<file path="src/rtl/lfe_pkg.sv">
// constants, register map and state type of the led output and fault controller
package lfe_pkg;
   localparam int NCH = 24;
   // register byte offsets
   localparam logic [11:0] OFF_MODE = 12'h000;
   localparam logic [11:0] OFF_GDUTY = 12'h004;
   localparam logic [11:0] OFF_GFREQ = 12'h008;
   localparam logic [11:0] OFF_DELAY = 12'h00C;
   localparam logic [11:0] OFF_DRV_LO = 12'h010;
   localparam logic [11:0] OFF_DRV_HI = 12'h014;
   localparam logic [11:0] OFF_FLT_LO = 12'h018;
   localparam logic [11:0] OFF_FLT_HI = 12'h01C;
   localparam logic [11:0] OFF_PWM0 = 12'h040;
   localparam logic [11:0] OFF_PWM_END = 12'h0A0;
   // mode_ctrl_two bit positions
   localparam int MODE_THERMAL = 7;
   localparam int MODE_ERROR = 6;
   localparam int MODE_BLINK = 5;
   localparam int MODE_CLEAR_FAULT_BIT = 4;
   localparam int MODE_AUTOOFF_DIS = 3;
   // channel_fault_code values
   localparam logic [1:0] FLT_NONE = 2'h0;
   localparam logic [1:0] FLT_SHORT = 2'h1;
   localparam logic [1:0] FLT_OPEN = 2'h2;
   // drive_state_field values
   localparam logic [1:0] DRV_OFF = 2'h0;
   localparam logic [1:0] DRV_ON = 2'h1;
   localparam logic [1:0] DRV_PWM = 2'h2;
   localparam logic [1:0] DRV_GRP = 2'h3;
   localparam logic [31:0] RST_ZERO = 32'h0000_0000;
   // timing
   localparam int unsigned CLK_HZ = 250_000_000;
   localparam int unsigned PWM_STEPS = 256;
   localparam int unsigned PWM_HZ = 31_250;
   localparam int unsigned DIM_HZ = 122;
   localparam int unsigned BLINK_HZ = 15;
   localparam int unsigned PWM_DIV = CLK_HZ / (PWM_HZ * PWM_STEPS);
   localparam logic [4:0] PWM_LAST = 5'(PWM_DIV - 1);
   localparam int unsigned DIM_DIV = CLK_HZ / (DIM_HZ * PWM_STEPS);
   localparam int unsigned BLINK_DIV = CLK_HZ / (BLINK_HZ * PWM_STEPS);
   localparam real READY_MS = 1.5;
   localparam int unsigned READY_CYC = int'(READY_MS * 1.0e-3 * CLK_HZ);

   typedef struct packed {
      logic [NCH-1:0] opn_s1;
      logic [NCH-1:0] opn_s2;
      logic [NCH-1:0] sht_s1;
      logic [NCH-1:0] sht_s2;
      logic ot_s1;
      logic ot_s2;
      logic [4:0] pwm_pre;
      logic [7:0] pwm_cnt;
      logic [16:0] grp_pre;
      logic [7:0] blink_per;
      logic [7:0] grp_cnt;
      logic [15:0] dly_cnt;
      logic blink_sel;
      logic autooff_dis;
      logic [7:0] grp_duty;
      logic [7:0] grp_freq;
      logic [3:0] dly_step;
      logic [2*NCH-1:0] drive;
      logic [NCH-1:0][7:0] duty;
      logic [2*NCH-1:0] fault;
      logic [NCH-1:0] led_drive;
      logic [NCH-1:0] led_oe;
      logic [31:0] prdata;
      logic pslverr;
   } lfe_state_s;
endpackage

</file>
<file path="src/rtl/lfe_ctrl.sv">
// led output control, group dimming/blinking and fault status with apb registers
//
// Decided for this implementation: the APB interface to the registers and the address map.
`timescale 1ns/1ps

module lfe_ctrl
#(
   parameter int unsigned DIM_DIV = lfe_pkg::DIM_DIV,
   parameter int unsigned BLINK_DIV = lfe_pkg::BLINK_DIV
)
(
   input wire logic pclk,
   input wire logic presetn,
   input wire logic psel,
   input wire logic penable,
   input wire logic pwrite,
   input wire logic [11:0] paddr,
   input wire logic [31:0] pwdata,
   output logic [31:0] prdata,
   output logic pready,
   output logic pslverr,
   input wire logic oe_n,
   input wire logic ot_ind,
   input wire logic [lfe_pkg::NCH-1:0] open_cmp,
   input wire logic [lfe_pkg::NCH-1:0] short_cmp,
   output logic [lfe_pkg::NCH-1:0] led_drive,
   output logic [lfe_pkg::NCH-1:0] led_oe
);
   import lfe_pkg::*;

   lfe_state_s s;
   lfe_state_s next_s;
   logic [NCH-1:0] ch_on;
   logic [NCH-1:0] ch_dly_ok;
   logic [NCH-1:0] ch_dne;
   logic [2*NCH-1:0] det;
   logic grp_hi;
   logic frozen;
   logic clr_req;
   logic wr_acc;
   logic rd_setup;
   logic [16:0] grp_lim;
   logic [5:0] pwm_idx;
   logic pwm_hit;

   assign wr_acc = psel && penable && pwrite;
   assign rd_setup = psel && !penable;
   assign pwm_idx = 6'(paddr[7:2] - 6'h10);
   assign pwm_hit = (paddr >= OFF_PWM0) && (paddr < OFF_PWM_END);
   assign clr_req = wr_acc && (paddr == OFF_MODE) && pwdata[MODE_CLEAR_FAULT_BIT];
   assign frozen = !s.autooff_dis && (|s.fault);
   assign grp_hi = s.grp_cnt < s.grp_duty;
   assign grp_lim = s.blink_sel ? 17'(BLINK_DIV - 1) : 17'(DIM_DIV - 1);

   genvar gi;
   generate
      for (gi = 0; gi < NCH; gi++)
      begin : g_ch
         logic [1:0] st;
         logic pwm_hi;
         logic on_now;
         assign st = s.drive[2*gi +: 2];
         assign pwm_hi = s.pwm_cnt < s.duty[gi];
         assign ch_on[gi] = (st == DRV_ON) || ((st == DRV_PWM) && pwm_hi)
                            || ((st == DRV_GRP) && pwm_hi && grp_hi);
         assign ch_dly_ok[gi] = s.dly_cnt >= 16'(gi * s.dly_step);
         assign on_now = s.led_drive[gi] && s.led_oe[gi];
         assign det[2*gi +: 2] = !on_now ? FLT_NONE :
                                 s.sht_s2[gi] ? FLT_SHORT :
                                 s.opn_s2[gi] ? FLT_OPEN : FLT_NONE;
         assign ch_dne[gi] = &s.fault[2*gi +: 2];
      end
   endgenerate

   always_comb
   begin
      next_s = s;
      next_s.opn_s1 = open_cmp;
      next_s.opn_s2 = s.opn_s1;
      next_s.sht_s1 = short_cmp;
      next_s.sht_s2 = s.sht_s1;
      next_s.ot_s1 = ot_ind;
      next_s.ot_s2 = s.ot_s1;
      if (s.pwm_pre >= PWM_LAST)
      begin
         next_s.pwm_pre = 5'h00;
         next_s.pwm_cnt = s.pwm_cnt + 8'h01;
      end
      else
      begin
         next_s.pwm_pre = s.pwm_pre + 5'h01;
      end
      // group timebase, blink stretched by period register
      if (s.grp_pre >= grp_lim)
      begin
         next_s.grp_pre = 17'h00000;
         if (!s.blink_sel || (s.blink_per >= s.grp_freq))
         begin
            next_s.blink_per = 8'h00;
            next_s.grp_cnt = s.grp_cnt + 8'h01;
         end
         else
         begin
            next_s.blink_per = s.blink_per + 8'h01;
         end
      end
      else
      begin
         next_s.grp_pre = s.grp_pre + 17'h00001;
      end
      if (oe_n)
      begin
         next_s.dly_cnt = 16'h0000;
      end
      else if (s.dly_cnt != 16'hFFFF)
      begin
         next_s.dly_cnt = s.dly_cnt + 16'h0001;
      end
      // thermal gate, state kept for restore
      next_s.led_drive = ch_on & ~{NCH{s.ot_s2}};
      // outputs float while enable is high
      next_s.led_oe = ch_dly_ok & ~{NCH{oe_n}};
      // hold codes while frozen, new detections win over clear
      if (!frozen || clr_req)
      begin
         next_s.fault = det;
      end
      // register writes
      if (wr_acc)
      begin
         if (paddr == OFF_MODE)
         begin
            next_s.blink_sel = pwdata[MODE_BLINK];
            next_s.autooff_dis = pwdata[MODE_AUTOOFF_DIS];
         end
         if (paddr == OFF_GDUTY)
         begin
            next_s.grp_duty = pwdata[7:0];
         end
         if (paddr == OFF_GFREQ)
         begin
            next_s.grp_freq = pwdata[7:0];
         end
         if (paddr == OFF_DELAY)
         begin
            next_s.dly_step = pwdata[3:0];
         end
         if (paddr == OFF_DRV_LO)
         begin
            next_s.drive[31:0] = pwdata;
         end
         if (paddr == OFF_DRV_HI)
         begin
            next_s.drive[2*NCH-1:32] = pwdata[2*NCH-33:0];
         end
         if (pwm_hit)
         begin
            next_s.duty[pwm_idx[4:0]] = pwdata[7:0];
         end
      end
      // read data and error prepared in setup phase
      if (rd_setup)
      begin
         next_s.pslverr = 1'b0;
         next_s.prdata = RST_ZERO;
         unique case (1'b1)
            paddr == OFF_MODE:
            begin
               next_s.prdata[MODE_THERMAL] = s.ot_s2;
               next_s.prdata[MODE_ERROR] = |s.fault;
               next_s.prdata[MODE_BLINK] = s.blink_sel;
               next_s.prdata[MODE_AUTOOFF_DIS] = s.autooff_dis;
            end
            paddr == OFF_GDUTY: next_s.prdata[7:0] = s.grp_duty;
            paddr == OFF_GFREQ: next_s.prdata[7:0] = s.grp_freq;
            paddr == OFF_DELAY: next_s.prdata[3:0] = s.dly_step;
            paddr == OFF_DRV_LO: next_s.prdata = s.drive[31:0];
            paddr == OFF_DRV_HI: next_s.prdata[2*NCH-33:0] = s.drive[2*NCH-1:32];
            paddr == OFF_FLT_LO: next_s.prdata = s.fault[31:0];
            paddr == OFF_FLT_HI: next_s.prdata[2*NCH-33:0] = s.fault[2*NCH-1:32];
            pwm_hit: next_s.prdata[7:0] = s.duty[pwm_idx[4:0]];
            default: next_s.pslverr = 1'b1;
         endcase
      end
   end

   always_ff @(posedge pclk or negedge presetn)
   begin
      if (!presetn)
      begin
         s <= '0;
      end
      else
      begin
         s <= next_s;
      end
   end

   // zero-wait slave, ready tied high at all times, also during reset
   assign pready = 1'b1;
   assign prdata = s.prdata;
   assign pslverr = s.pslverr && psel && penable;
   assign led_drive = s.led_drive;
   assign led_oe = s.led_oe;
endmodule

</file>
<file path="config.mk">
export PLATFORM = sky130hd
export DESIGN_NAME = lfe_ctrl
export DESIGN_NICKNAME = d
export VERILOG_FILES = /design/src/rtl/lfe_pkg.sv /design/src/rtl/lfe_ctrl.sv
export SDC_FILE = /design/constraint.sdc
export NUM_CORES = 1
export LEC_CHECK = 0
export ABC_CLOCK_PERIOD_IN_PS = 9200
export BUFFER_PORTS_ARGS = -buffer_cell sky130_fd_sc_hd__buf_2
export CAP_MARGIN = 20
export CORE_MARGIN = 3
export CORE_UTILIZATION = 45
export CTS_CLUSTER_DIAMETER = 30
export DETAILED_ROUTE_END_ITERATION = 8
export PLACE_DENSITY_LB_ADDON = 0.08
export REMOVE_ABC_BUFFERS = 1
export SYNTH_ARGS = -nofsm -noshare
export SYNTH_HDL_FRONTEND = slang
export SYNTH_SLANG_ARGS = --single-unit
</file>
<file path="constraint.sdc">
create_clock -name pclk -period 9.2 [get_ports pclk]
set_input_delay 0.92 -clock pclk [delete_from_list [all_inputs] [get_ports pclk]]
set_output_delay 0.92 -clock pclk [all_outputs]
set_load 0.005 [all_outputs]
</file>
==> out/metrics.cfg, run 1 <==
[clocking]
clock_path_buffers = 3
clk_latency_ns = 0.71
cts_resized = 0
cts_root_buf = clkbuf_16
htreeDepth = 4
numClockSinks = 551
hold_buffers = 0
cts_setup_buffers = 0
tritoncts = done
clk_transition_reported_paths_ns = 0.05
numCtsBuffers = 140

[synth]
syn-instance-count = 2857
synth-adder-area-share = 0.147
yosysSeqAreaShare = 0.435
synth_mux_area_frac = 0.132
synth_edf_count = 0
synth_top_family_by_area = adder cells
yosys.area_share.simple = 0.0892
ys_warn_count = 0
synth_compound_area_frac = 0.116
synth-main-ff-cell = dfrtp_1
ys_ff_latch = 551
ys_async_sr_fraction = 1.00
ys_types = 74
syn_avg_cell_area_um2 = 11.1
synth_area_um2 = 31700
synth_xor_area_frac = 0.0188

[outcome]
status = complete, no violations

[routing]
drt_iter0_drc = 1700
dr.pass1.iters = 7
wirelength_um = 95700
routed_via_density = 5.75
detail-route-antenna-nets = 0
vias = 23404
wl_per_cell_um = 23.5
route.detailed.drc = 0

[layout]
nNetsFinal = 3488
area_growth_pct = 20.2
final_cell_mix = dfrtp_1 (550), ha_1 (351), inv_1 (240), mux2_2 (226), buf_2 (177)
final_common_cell = dfrtp_1
drive_above_1_share = 0.243

[timing]
fin_tns_setup_ns = 0
finalHoldViolCount = 0
fin_skew_ns = 0.0398
worstMarginPinSlew_ns = 1.08
worst_slack_ns = 4.92
min_period_ns = 4.28
final_max_slew_viol_count = 0
slew_headroom = 0.280
fmax_mhz = 234
timing.final.setup_violations = 0
rsz0062_at_grt = no
period_share = 0.465

[placed_design]
post-place-ws_ns = 4.87
dpl.hpwl_um = 66300
gp_congestion = 0.909
io_buffer_count = 179

[global_routing]
antenna_found_initial = 6
grt_overflow_total = 0
grt_max_degree = 155
first_global_vias = 24076
track_usage = 0.261
grt_pass1_wl_um = 147000

[worst_setup_path]
cp_cell_sequence = inv_1, ha_1, inv_1, fa_1, ha_1, a21oi_1, o21bai_1, a21oi_1, xor2_1, ha_1, o21ai_0, nor3_1, o31ai_1, a21oi_1
r2r-start = s[371]
startpoint_type = flip-flop
critPathKind = reg2reg
critPathRequiredTime_ns = 9.74
crit_path_end_kind = flip-flop
cp_slowest_cell = dfrtp_1
r2r_slack_ns = 4.92
crit_fanout = 15
critical_path_buf_inv_count = 2
max_stage_delay_ns = 0.80
worstPathArrival_ns = 4.82
worstSetupStartpoint = s[371]
crit_family = adder cells

[power_and_ir_drop]
leakage_nw = 17.9
powerDensity_nw_per_um2 = 207
ir_drop_mv = 0.174

[floorplanning]
core_area_um2 = 69200
die_w_um = 271
num_rows = 96
die_h_um = 271
die-area_um2 = 73600
ios = 181
start_util = 0.458

[hold_path]
hold_class = in2async

[flow_run]
max_cap_viol_count = 0

[synthesized netlist by cell type (16+ instances only)]
cell type,n,area (µm²)
dfrtp_1,551,13800
ha_1,351,4390
inv_1,240,901
mux2_2,226,2540
nand2_1,172,646
nor2_1,138,518
o21ai_0,124,621
a21oi_1,98,490
buf_4,85,638
clkbuf_1,75,282
a21o_1,64,480
nand3_1,64,320
mux4_2,55,1240
o21ai_1,40,200
xnor2_1,39,342
nand2b_1,33,206
xor2_1,29,254
o211ai_1,28,210
a311oi_1,26,228
o2111ai_1,25,219
a2111oi_0,24,210
nand4b_1,24,210
nor3_1,23,115
a31oi_1,22,138
nand4_1,21,131
a211oi_1,19,143
mux2_1,19,214
o21a_1,19,143
a221oi_1,18,158
a22oi_1,18,135
nor2_2,18,113
mux2i_1,17,170
buf_2,16,80.1
[logic make-up (layout without fill, tap and decap cells)]
logic type	after synthesis	after routing
and+or+nand+nor	571	571
AOI/OAI and AO/OA	560	560
DFF	551	551
buffers and inverters	424	707
adders and majority gates	365	365
muxes	317	317
xor gates and xnor gates	68	68
other	1	2
[state kept, by name, indices dropped and copies added (netlist names)]
signal	count
led_drive	24
next_s	49
prdata	32
s	374
g_ch.st	48
led_oe	24
[cell type report]
| cell class | instances | area, µm² |
|---|---|---|
| Antenna cell | 1 | 2.50 |
| Clock buffer | 189 | 3960 |
| Clock inverter | 69 | 1080 |
| Fill cell | 6020 | 31100 |
| Inverter | 240 | 901 |
| Multi-Input combinational cell | 1882 | 16000 |
| Sequential cell | 551 | 13800 |
| Tap cell | 931 | 1160 |
| Timing Repair Buffer | 209 | 1190 |
[worst register-to-register path, stage by stage (launching register included)]
cell and delay [ns]:
dfrtp_1 0.80, inv_1 0.42, ha_1 0.52, inv_1 0.16, fa_1 0.47, ha_1 0.33, a21oi_1 0.22, o21bai_1 0.09
a21oi_1 0.17, xor2_1 0.17, ha_1 0.25, o21ai_0 0.12, nor3_1 0.10, o31ai_1 0.23, a21oi_1 0.09
[path summary, 6_finish.rpt]
path,end,depth (start not counted)
worst min-delay path,s[434],1
worst max register to register,led_oe[23],14
worst min register to register,s[470],0
worst max-delay path,led_oe[23],14
min in group pclk,next_s[507],1
max in group asynchronous,s[398],3
[power by group]
| part | switching, mW | internal (mW) | leakage [nW] |
|---|---|---|---|
| combinational | 0.177 | 0.0809 | 8.16 |
| sequential | 0.0253 | 2.47 | 7.28 |
| clock | 1.57 | 3.56 | 2.43 |
| total | 1.77 | 6.11 | 17.9 |
[per-stage QoR]
step / cell area [µm²] / instances / util / power (mW) / hold WS (ns)
4_1_cts: 38000 / 4068 / 0.550 / 7.96 / 0.256
5_1_grt: 38100 / 4071 / 0.550 / 8.12 / 0.273
6_report: 38100 / 4072 / 0.551 / 7.88 / 0.209
3_3_place_gp: 33000 / 3809 / 0.477 / 2.79 / 0.332
3_5_place_dp: 33000 / 3810 / 0.477 / 2.79 / 0.335
2_1_floorplan: 30600 / 2673 / - / 2.61 / 0.331
[per-layer routing]
metal / vias up / share of wire / GRT usage / wire, µm
li1: 10649 / - / - / -
met1: 11809 / 0.45 / 0.364 / 43500
met5: - / 0.00024 / 0 / 23
met2: 772 / 0.46 / 0.411 / 44000
met3: 170 / 0.059 / 0.0533 / 5650
met4: 4 / 0.026 / 0.0832 / 2520
Power figures use the tool's default switching activity.
==> inputs of run 2 (changes only) <==
--- a/config.mk
+++ b/config.mk
@@ -5,7 +5,8 @@
 export SDC_FILE = /design/constraint.sdc
 export NUM_CORES = 1
 export LEC_CHECK = 0
-export ABC_CLOCK_PERIOD_IN_PS = 9200
+export ABC_AREA = 1
+export ABC_CLOCK_PERIOD_IN_PS = 4000
 export BUFFER_PORTS_ARGS = -buffer_cell sky130_fd_sc_hd__buf_2
 export CAP_MARGIN = 20
 export CORE_MARGIN = 3
==> constraint.sdc (replaced) <==
create_clock -name pclk -period 4 [get_ports pclk]
set_input_delay 0.4 -clock pclk [delete_from_list [all_inputs] [get_ports pclk]]
set_output_delay 0.4 -clock pclk [all_outputs]
set_load 0.005 [all_outputs]
==> out/metrics.cfg, run 2 <==
[outcome]
status = complete, no violations

[global_routing]
grt_pass1_wl_um = 166000
top_usage_layer = met2
track_usage = 0.280
grt_overflow_total = 0
grt_max_degree = 99
use_met3 = 0.0536
use_met1 = 0.389
use_met2 = 0.427
first_global_vias = 28222
antenna_found_initial = 2

[layout]
antennaDiodeCount = 0
final_cell_mix = nand2_1 (965), dfrtp_1 (547), nor2_1 (423), inv_1 (410), ha_1 (351)
final_common_cell = nand2_1
drive_above_1_share = 0.118
largest_reg_flops = 374
fillers = 6746
top_register = s
area_growth_pct = 21.6
finish.instance_area_um2 = 40200
nNetsFinal = 4784

[routing]
dr.pass1.iters = 5
route.detailed.drc = 0
drt_iter0_drc = 2636
wirelength_um = 107000
routed_via_density = 5.33
detail-route-antenna-nets = 0
wl_per_cell_um = 20.0
vias = 28695

[power_and_ir_drop]
total_power_mw = 18.3
p_seq_frac = 0.316
p_sw_frac = 0.232
leakage_nw = 19.8
p_int_mw = 14.0
ir_drop_mv = 0.528
p_clk_frac = 0.639
p_sw_mw = 4.24
powerDensity_nw_per_um2 = 455
combPwrFrac = 0.045

[timing]
fin_tns_setup_ns = 0
worst_slack_ns = 0.378
slew_headroom = 0.298
fmax_mhz = 276
timing.final.setup_violations = 0
finalHoldViolCount = 0
rsz0062_at_grt = no
fin_skew_ns = 0.0322
final_max_slew_viol_count = 0
min_period_ns = 3.62
worstMarginPinSlew_ns = 1.05
period_share = 0.905

[floorplanning]
num_rows = 98
die_w_um = 277
die-area_um2 = 76700
core_area_um2 = 72100
ios = 181
die_h_um = 277
start_util = 0.458

[flow_run]
max_cap_viol_count = 0

[synth]
ys_warn_count = 0
synth-main-ff-cell = dfrtp_1
yosysMostFrequentCell = nand2_1
ys_types = 49
yosysSeqAreaShare = 0.417
synth_largest_area_cell = dfrtp_1
post-synth-top-area-fraction = 0.417
syn-instance-count = 4080
ys_ff_latch = 551
syn_avg_cell_area_um2 = 8.10
synthTopCellsByArea = dfrtp_1 (42%), ha_1 (13%), nand2_1 (11%)
synth_edf_count = 0
synth_top_cells_by_count = nand2_1 (967), dfrtp_1 (551), nor2_1 (426)
synth_area_um2 = 33000
ys_async_sr_fraction = 1.00

[clocking]
numCtsBuffers = 137
tritoncts = done
clock_path_buffers = 3
clk_latency_ns = 0.71
clk_transition_reported_paths_ns = 0.05
cts_setup_buffers = 0
cts_root_buf = clkbuf_16
numClockSinks = 551
htreeDepth = 4

[worst_setup_path]
startpoint_type = flip-flop
worstSetupStartpoint = s[371]
crit_fanout = 8
critPathRequiredTime_ns = 4.63
crit_path_end_kind = flip-flop
worstPathArrival_ns = 4.25
r2r-start = s[371]
critPathKind = reg2reg

[placed_design]
place_area_um2 = 34500
dpl.hpwl_um = 76000
gp_congestion = 0.930
io_buffer_count = 179
post-place-ws_ns = 0.332

[hold_path]
hold_class = in2reg
min_from = pwdata[9]

run 2: changes by cell type after synthesis, moves of 31 or more:
| cell | previous run | this run |
|---|---|---|
| nand3b_1 | 5 | 52 |
| o21ai_0 | 124 | 350 |
| mux4_2 | 55 | 0 |
| nor2_1 | 138 | 426 |
| nand3_1 | 64 | 186 |
| a21oi_1 | 98 | 191 |
| mux2_2 | 226 | 1 |
| a21o_1 | 64 | 3 |
| nand4_1 | 21 | 91 |
| nand2b_1 | 33 | 0 |
| inv_1 | 240 | 413 |
| nand2_1 | 172 | 967 |
| o21ai_1 | 40 | 9 |
run 2: final timing paths:
| kind | end | slack [ns] | depth (start not counted) |
|---|---|---|---|
| min in group asynchronous | s[273] | 0.39 | 2 |
| min reg2reg | s[512] | 0.33 | 0 |
| max reg2reg | led_oe[23] | 0.38 | 19 |
| min | g_ch[4].st[1] | 0.06 | 3 |
| max | led_oe[23] | 0.38 | 19 |
| max in group asynchronous | s[143] | 2.61 | 3 |
run 2: layer usage:
metal  share of wire  up-vias
met5         0.00010        -
met4           0.040        2
met2            0.44      916
met1            0.45    13650
li1                -    13906
met3           0.069      221
run 2: repair_timing:
action / CTS / global route
endpoints found under the hold margin: 164 / 0
resized for setup: 0 / 1
hold buffers: 72 / 0
endpoints found under the setup margin: 0 / 1
run 2: stage by stage:
step	instances	util	hold slack (ns)
after floorplan	3863	-	0.104
after global placement	5059	0.479	0.331
after detailed placement	5059	0.479	0.335
after CTS	5383	0.557	0.0409
after global routing	5383	0.557	0.0765
final	5383	0.557	0.0626
run 2: kinds of logic after synthesis:
| kind of cell | after synthesis | share of synthesized area |
|---|---|---|
| muxes | 1 | 0.000341 |
| xor gates and xnor gates | 55 | 0.0146 |
| AOI/OAI and AO/OA | 657 | 0.107 |
| DFF | 551 | 0.417 |
| other | 1 | 0.000114 |
| adders and majority gates | 365 | 0.141 |
| and+or+nand+nor | 1816 | 0.234 |
| buffers and inverters | 634 | 0.0844 |
run 2: power by group through the flow:
stage	clock network (mW)	logic [mW]	registers, mW
6_report	11.7	0.830	5.77
5_1_grt	12.1	0.916	5.78
4_1_cts	11.8	0.833	5.77
3_5_place_dp	0	0.775	5.85
3_3_place_gp	0	0.773	5.85
2_1_floorplan	0	0.309	5.82
run 2: cell type report:
class | count | area, µm² | area share
clock buffers | 178 | 3840 | 0.0957
multi-input cells | 2895 | 16500 | 0.410
well taps | 950 | 1190 | 0.0296
clock inverters | 74 | 1080 | 0.0269
repair buffers | 318 | 2200 | 0.0549
inverters | 417 | 1570 | 0.0390
flip-flops and latches | 551 | 13800 | 0.343
run 2: worst max-delay path, stage by stage (launching register included):
cell      delay, ns
dfrtp_2        0.48
inv_1          0.09
ha_1           0.37
inv_1          0.21
fa_1           0.46
ha_1           0.34
a21oi_1        0.14
nand2_1        0.10
a21oi_1        0.13
o21ai_0        0.10
xor2_1         0.16
ha_1           0.31
nand2_1        0.07
nor2_1         0.14
nand2_1        0.07
o211ai_1       0.08
nand2_1        0.08
nand3_1        0.10
nand2_1        0.05
inv_1          0.06
